--- config.mk ---
export PLATFORM = sky130hd
export DESIGN_NAME = pic_ctrl
export DESIGN_NICKNAME = d
export VERILOG_FILES = /design/src/pkg/pic_pkg.sv /design/src/design/pic_ctrl.sv
export VERILOG_INCLUDE_DIRS = /design/src /design/src/pkg
export SDC_FILE = /design/constraint.sdc
export NUM_CORES = 1
export LEC_CHECK = 0
export BUFFER_PORTS_ARGS = -buffer_cell sky130_fd_sc_hd__buf_2
export CORE_MARGIN = 2
export CORE_UTILIZATION = 52
export CTS_CLUSTER_SIZE = 40
export DETAILED_ROUTE_END_ITERATION = 7
export PLACE_DENSITY = 0.76
export SLEW_MARGIN = 20
export SYNTH_ARGS = -nofsm -noshare
export SYNTH_HDL_FRONTEND = slang
export SYNTH_SLANG_ARGS = --single-unit
--- constraint.sdc ---
create_clock -name CLK -period 1.47 [get_ports CLK]
set_input_delay 0.0735 -clock CLK [delete_from_list [all_inputs] [get_ports CLK]]
set_output_delay 0.0735 -clock CLK [all_outputs]
set_load 0.01 [all_outputs]
--- src/pkg/pic_map.svh ---
// Register offsets and reset values of the parallel I/O controller.
// Assumes byte addresses on an 8-bit register port, one word a register.
`ifndef PIC_MAP_SVH
`define PIC_MAP_SVH

`define PIC_OWN_EN_OFF    8'h00
`define PIC_OWN_DIS_OFF   8'h04
`define PIC_OWN_STAT_OFF  8'h08
`define PIC_DIR_EN_OFF    8'h10
`define PIC_DIR_DIS_OFF   8'h14
`define PIC_DIR_STAT_OFF  8'h18
`define PIC_FLT_EN_OFF    8'h20
`define PIC_FLT_DIS_OFF   8'h24
`define PIC_FLT_STAT_OFF  8'h28
`define PIC_OUT_SET_OFF   8'h30
`define PIC_OUT_CLR_OFF   8'h34
`define PIC_OUT_STAT_OFF  8'h38
`define PIC_PIN_LVL_OFF   8'h3c
`define PIC_IRQ_EN_OFF    8'h40
`define PIC_IRQ_DIS_OFF   8'h44
`define PIC_IRQ_MASK_OFF  8'h48
`define PIC_CHG_STAT_OFF  8'h4c
`define PIC_OD_EN_OFF     8'h50
`define PIC_OD_DIS_OFF    8'h54
`define PIC_OD_STAT_OFF   8'h58

// Lines present and lines shared with a peripheral, per controller
`define PIC_LINES_A       32'h3fffffff
`define PIC_SHARED_A      32'h3fffffff
`define PIC_LINES_B       32'h0fffffff
`define PIC_SHARED_B      32'h0ffc00f8
`define PIC_ZERO_RST      32'h00000000

`endif

--- src/pkg/pic_pkg.sv ---
// Types of the parallel I/O controller.
// Assumes pic_map.svh supplies all numeric constants.
package pic_pkg;

  typedef logic [31:0] pic_word_t;

  typedef struct packed {
    pic_word_t own;
    pic_word_t dir;
    pic_word_t odsr;
    pic_word_t filt;
    pic_word_t imr;
    pic_word_t isr;
    pic_word_t md;
    pic_word_t sync1;
    pic_word_t sync2;
    pic_word_t sync3;
    pic_word_t lvl;
    pic_word_t rdata;
    pic_word_t per_in;
    pic_word_t pin_out;
    pic_word_t pin_oe;
    logic      irq;
  } pic_state_t;

endpackage : pic_pkg

--- src/design/pic_ctrl.sv ---
// Parallel I/O controller: one port of up to 32 lines with pin muxing,
// direction, output data, glitch filter, open drain and change status.
// Assumes a synchronous register port on CLK and asynchronous pin inputs.
// Overview of operation
// - After reset every line is owned by I/O logic and is an input
// - Ownership set by enable/disable writes, shown in ownership status
// - Dedicated lines ignore ownership writes and always read owned
// - Peripheral input forced to zero while I/O logic owns the line
// - Direction set by enable/disable writes; acts only on owned lines
// - Owned outputs driven from set/clear data, readable in data status
// - Owned inputs are undriven; unowned lines follow the peripheral
// - Pin level register shows the real level on every line
// - Per-line glitch filter, switchable, used in both modes, readable
// - Interrupt enable/disable writes set/clear mask bits
// - Any level change sets the line's change status bit
// - Interrupt output high while a masked-in change bit is set
// - Reading change status returns it and then clears it
// - 32-bit registers; undefined lines ignore writes and read zero
// - Open-drain lines drive only low, release instead of high
// - Open drain set by enable/disable writes, in both modes, readable
// - Two instances serve 58 lines, 13 dedicated, rest shared
// - First controller bits 0 to 3 carry the timer 3/4 signals
// - Direction writes stored even while a peripheral owns the line
`timescale 1ns/1ps
`include "pic_map.svh"

module pic_ctrl
  import pic_pkg::*;
#(
  // Instance B: LINE_MASK `PIC_LINES_B, SHARED_MASK `PIC_SHARED_B
  // Two instances cover all lines; masks pick dedicated and shared lines
  parameter logic [31:0] LINE_MASK   = `PIC_LINES_A,
  parameter logic [31:0] SHARED_MASK = `PIC_SHARED_A
) (
  // Clock and reset
  input  wire  logic        CLK,
  input  wire  logic        RSTN,
  // Register port
  input  wire  logic [7:0]  ADDR,
  input  wire  logic [31:0] WDATA,
  input  wire  logic        WR,
  input  wire  logic        RD,
  output logic       [31:0] RDATA,
  // Pins
  input  wire  logic [31:0] PIN_IN,
  output logic       [31:0] PIN_OUT,
  output logic       [31:0] PIN_OE,
  // Peripheral side
  input  wire  logic [31:0] PER_OUT,
  input  wire  logic [31:0] PER_OE,
  output logic       [31:0] PER_IN,
  // Interrupt
  output logic              IRQ
);

  pic_state_t  st_q;
  pic_state_t  st_d;
  logic [31:0] wv;
  logic [31:0] stable;
  logic [31:0] chg;
  logic [31:0] src_out;
  logic [31:0] src_oe;

  function automatic logic hit(input logic [7:0] a, input logic [7:0] o);
    hit = (a == o);
  endfunction : hit

  always_comb begin
    st_d = st_q;
    wv   = WDATA & LINE_MASK;
    if (WR) begin
      if (hit(ADDR, `PIC_OWN_EN_OFF)) begin
        st_d.own = st_q.own | wv;
      end else if (hit(ADDR, `PIC_OWN_DIS_OFF)) begin
        st_d.own = st_q.own & ~(wv & SHARED_MASK);
      end else if (hit(ADDR, `PIC_DIR_EN_OFF)) begin
        st_d.dir = st_q.dir | wv;
      end else if (hit(ADDR, `PIC_DIR_DIS_OFF)) begin
        st_d.dir = st_q.dir & ~wv;
      end else if (hit(ADDR, `PIC_FLT_EN_OFF)) begin
        st_d.filt = st_q.filt | wv;
      end else if (hit(ADDR, `PIC_FLT_DIS_OFF)) begin
        st_d.filt = st_q.filt & ~wv;
      end else if (hit(ADDR, `PIC_OUT_SET_OFF)) begin
        st_d.odsr = st_q.odsr | wv;
      end else if (hit(ADDR, `PIC_OUT_CLR_OFF)) begin
        st_d.odsr = st_q.odsr & ~wv;
      end else if (hit(ADDR, `PIC_IRQ_EN_OFF)) begin
        st_d.imr = st_q.imr | wv;
      end else if (hit(ADDR, `PIC_IRQ_DIS_OFF)) begin
        st_d.imr = st_q.imr & ~wv;
      end else if (hit(ADDR, `PIC_OD_EN_OFF)) begin
        st_d.md = st_q.md | wv;
      end else if (hit(ADDR, `PIC_OD_DIS_OFF)) begin
        st_d.md = st_q.md & ~wv;
      end
    end

    // Two-stage synchroniser, then a third stage for the filter
    // Raw pin goes straight into the first flop; masking waits until
    // after the second stage so no gate sits ahead of the synchroniser
    st_d.sync1 = PIN_IN;
    st_d.sync2 = st_q.sync1;
    st_d.sync3 = st_q.sync2;
    // Filter passes a level only once it held for two samples
    stable   = ~(st_q.sync2 ^ st_q.sync3);
    st_d.lvl = ((st_q.sync2 & (~st_q.filt | stable))
             | (st_q.lvl & st_q.filt & ~stable)) & LINE_MASK;
    chg      = st_d.lvl ^ st_q.lvl;

    // A change in the cycle of the clearing read is kept
    if (RD && hit(ADDR, `PIC_CHG_STAT_OFF)) begin
      st_d.isr = chg;
    end else begin
      st_d.isr = st_q.isr | chg;
    end

    st_d.rdata = `PIC_ZERO_RST;
    if (RD) begin
      if (hit(ADDR, `PIC_OWN_STAT_OFF)) begin
        st_d.rdata = st_q.own;
      end else if (hit(ADDR, `PIC_DIR_STAT_OFF)) begin
        st_d.rdata = st_q.dir;
      end else if (hit(ADDR, `PIC_FLT_STAT_OFF)) begin
        st_d.rdata = st_q.filt;
      end else if (hit(ADDR, `PIC_OUT_STAT_OFF)) begin
        st_d.rdata = st_q.odsr;
      end else if (hit(ADDR, `PIC_PIN_LVL_OFF)) begin
        st_d.rdata = st_q.lvl;
      end else if (hit(ADDR, `PIC_IRQ_MASK_OFF)) begin
        st_d.rdata = st_q.imr;
      end else if (hit(ADDR, `PIC_CHG_STAT_OFF)) begin
        st_d.rdata = st_q.isr;
      end else if (hit(ADDR, `PIC_OD_STAT_OFF)) begin
        st_d.rdata = st_q.md;
      end
    end

    // Pin driver: owner selects source, open drain never drives high
    src_out = (st_q.own & st_q.odsr) | (~st_q.own & PER_OUT);
    src_oe  = (st_q.own & st_q.dir) | (~st_q.own & PER_OE);
    st_d.pin_oe  = src_oe & ~(st_q.md & src_out) & LINE_MASK;
    st_d.pin_out = src_out & ~st_q.md & LINE_MASK;
    st_d.per_in  = st_q.lvl & ~st_q.own & LINE_MASK;
    st_d.irq     = |(st_d.isr & st_d.imr);
  end

  always_ff @(posedge CLK or negedge RSTN) begin
    if (!RSTN) begin
      st_q         <= '0;
      st_q.own     <= LINE_MASK;
      st_q.dir     <= `PIC_ZERO_RST;
    end else begin
      st_q <= st_d;
    end
  end

  assign RDATA   = st_q.rdata;
  assign PIN_OUT = st_q.pin_out;
  assign PIN_OE  = st_q.pin_oe;
  assign PER_IN  = st_q.per_in;
  assign IRQ     = st_q.irq;
endmodule : pic_ctrl

# Word-level counts from Yosys, hierarchy flattened
# Index checks and enable logic that the tools add are counted.
word_totals:
  ff_bits: 467
  in_bits: 140
  out_inout_bits: 129
  word_cells: 127
op_classes:
  eq_ne: 19
  muxes: 31
  bitwise: 48
  reduce_logical: 13
op_table:
  columns: ["operator", "n"]
  rows:
  - ["$mux 32", 31]
  - ["$and 30x30->30", 11]
  - ["$and 32x32->32", 7]
  - ["$or 32x30->32", 7]
  - ["$not 30->30", 6]
  - ["$or 30x30->30", 4]
  - ["$xor 30x30->30", 2]
  - ["$eq 8x6->1 const B", 7]
  - ["$eq 8x7->1 const B", 7]
  - ["$not 30->32", 1]
  - ["$reduce_or 32->1", 1]
  - ["$eq 8x5->1 const B", 3]
  - ["$reduce_and 12->1", 1]
  - ["$not 1->1", 10]
  - ["$reduce_bool 2->1", 5]
  - ["$eq 8x3->1 const B", 1]
  - ["$eq 8x4->1 const B", 1]
  - ["$logic_not 8->1", 1]
  - ["$reduce_and 8->1", 1]
  - ["$reduce_and 6->1", 1]
  - ["$reduce_and 4->1", 1]
  - ["$reduce_and 2->1", 1]
  - ["$logic_and 1x1->1", 1]

# Depth between registers and ports, before layout
depth:
  ltp_word: 15
  depth_mapped: 8
  mapped_depth_nobuf: 6

# Least setup slack after synthesis
# No wires, ideal clock.
synth_path:
  path_kind: "input to register"
  from: "input port ADDR[7]"
  to: "register st_q, in the netlist IRQ"
  setup_ps: 145
  arrival_time_ps: 1449
  required_ps: 1325
  setup_slack_ps: -124
  path_stages: 7
  path_buffers: 1
  path_cell_list: "nor4b_4 -> nand3_1 -> buf_2 -> a2bb2oi_1 -> o22ai_1 -> a2111oi_0 -> nand4_1"
synth_lines:
  columns: ["element", "line_no", "source"]
  rows:
  - ["start: declaration", "pic_ctrl.sv:39", "input wire logic [7:0] ADDR,"]
  - ["end signal: assignment", "pic_ctrl.sv:154", "st_q <= st_d;"]
  - ["end: declaration", "pic_ctrl.sv:56", "pic_state_t st_q;"]

==> run metrics <==
status=finished with violations; failing checks=setup timing; Core ar.=36600 um2; maximum VDD drop=906 uV; Initial DRT Pass Iterations=6; Vias/cell=5.77; Post-Synth XOR/XNOR Area=0%; final instance area=25100 um2; register area share after synthesis=58.6%; placed cells=2530; post-synthesis instance area=19300 um2; CTS tree=yes; Power, Total=27.0 mW; Setup WS pre-CTS=-650 ps; grt total ovfl=0; DRT antenna net count=0; placed instance area=21600 um2; Multi-input gate area=7100 um2; mux contribution to synthesized area=6.57%; HPWL Detailed=38300 um; fillers=2516; final hold vios=0; Avg Cell Area, Syn=10.5 um2; Yosys top cell by area=dfrtp_1; vias in the first global route=16700; Cell variety after synth=44; num rows=70; total clock sinks=451; Avg WL per Cell=21.4 um; register area=11300 um2; total negative slack=-174 ps; htree depth=2; Worst Tran Pin Value=517 ps; CTS buffer count=46; Synth Warn #=0; share of layout cells above drive strength 1=31.0%; Power Density=1070 nW/um2; Post-Synth Adder-Cell Area=0%; Post-synth ARST share=100%; die area=38700 um2; main area contributors after synthesis=dfrtp_1, nand2_1, buf_4; Finished Layout Cells=2773; Worst Hold Class=primary input to async pin; Worst-Skew Late Latency=570 ps; Pleak=11.4 nW; compound-cell area share of the yosys netlist=13.2%; Period minus WS final=1640 ps; # Max-Cap Violations=0; Clock Tree Root=clkbuf_16; Util after Layout=68.6%; initial antenna violation count=1; first-pass GRT wire length=91300 um; Final Skew=11.3 ps; Total GRT Usage=30.7%; Area Overhead vs Synth=30.0%; relative slew slack=65.5%; top-area cell type share of the netlist area=54.5%; CTS clk-pin slew, worst paths=60 ps; Die Ht=197 um; drt drc=0; Die W=197 um; largest net degree at the start of global routing=57; CP Max Fanout=2; Worst EP arrival=2080 ps; number of DRC markers in iteration 0=1255; Post-Synthesis Cells=1832; routed wire length=59500 um; #FFs+latches synth=451; worst hold slack=17.3 ps; CP Class=register to register; Starting Density=52.8%; Worst Setup Start Kind=register; Main synth FF type=dfrtp_1; largest family of logic cells by synthesized area=simple AND/OR/NAND/NOR gates; RSZ-0062 raised after global routing=true; CP required=1910 ps; crit share post-route=112%; Final Setup Violations=1; IO Pins=269; fin worst setup slack=-174 ps; simple logic cell fraction of the synthesized area=13.9%; Achievable Freq=608 MHz; clock buffer depth=3; Critical Path End Type=register; Post-synth EDFFs=0; IO buf count=252; via count=16000; Final Slew Violations=0; Final nets=2408; RePlAce Congestion=0.911
-- per-layer routing --
metal | up-vias | wire, um | GRT usage, %
met3 | 183 | 4540 | 6.06
li1 | 7032 | - | -
met5 | - | 0 | 0
met2 | 836 | 29400 | 51.6
met4 | 0 | 2690 | 15.3
met1 | 7937 | 22800 | 38.1
-- Yosys cell counts (all sizes together) (27+ instances only) --
master,instances
dfrtp,421
nand2,351
buf,151
o21ai,145
a21oi,86
nor2,63
mux2,62
nand3,61
nor2b,59
inv,57
mux2i,57
clkbuf,49
nand2b,37
a22o,31
dfstp,30
a2bb2oi,27
-- worst paths after layout --
check,start,endpoint,slack (ps),cells past startpoint
setup / recovery,st_q[168],IRQ,-170,7
hold / removal,RSTN,PIN_OE[28],20,2
setup reg to reg,st_q[168],IRQ,-170,7
hold reg to reg,st_d[196],st_d[164],350,0
max in group asynchronous,RSTN,async pin,720,3
min in group CLK,ADDR[1],st_q[342],110,5
-- cell families after synthesis --
logic type             after synthesis
AO/OA/AOI/OAI                      406
buffers and inverters              257
flip-flops                         451
multiplexers                       119
other                                1
AND/OR/NAND/NOR                    598
-- what timing repair did --
action,in CTS,in global routing
endpoints found under the hold margin,686,0
pin swaps,28,23
hold buffers,145,0
setup buffers,5,8
gates resized for setup,55,61
endpoints found under the setup margin,1,30
-- worst max-delay path: stages (launching register included) --
cell and delay, ps:
dfrtp_1 390, nand2b_1 160, a21oi_2 170, a2bb2oi_1 170, buf_4 150, o22ai_2 80
nor4_2 280, nand4_1 110
-- cell type report --
cell class                      instances  area share (%)
Clock inverter                         14           0.309
Inverter                               57           0.852
Antenna cell                            1         0.00996
Sequential cell                       451            45.1
Timing Repair Buffer                  581            17.7
Clock buffer                           70            5.39
Tap cell                              468            2.33
Multi-Input combinational cell       1131            28.3
-- cell usage in the layout, fill, tap and decap left out, drive strengths merged, types with 2 or more instances in the layout --
master	count
a221oi	22
a22o	31
mux2	62
inv	59
nand4	2
and2	9
a21oi	86
clkbuf	70
mux2i	57
o22ai	21
nand2	351
dfrtp	421
a2bb2oi	27
conb	8
a21o	2
a32o	8
a22oi	23
o21ai	145
and3	2
nor2	63
clkinv	12
buf	436
dlygate4sd3	145
nor4	4
a21boi	8
nand2b	37
dfstp	30
o2bb2ai	10
nor4b	3
nor2b	59
nand3	61
a31oi	22
-- where the power goes --
part / switching [mW] / internal [mW] / total, mW
registers: 0.449 / 12.9 / 13.4
clock network: 4.88 / 6.35 / 11.2
logic: 1.23 / 1.11 / 2.34
No activity file was read; power rests on OpenSTA's default activity.
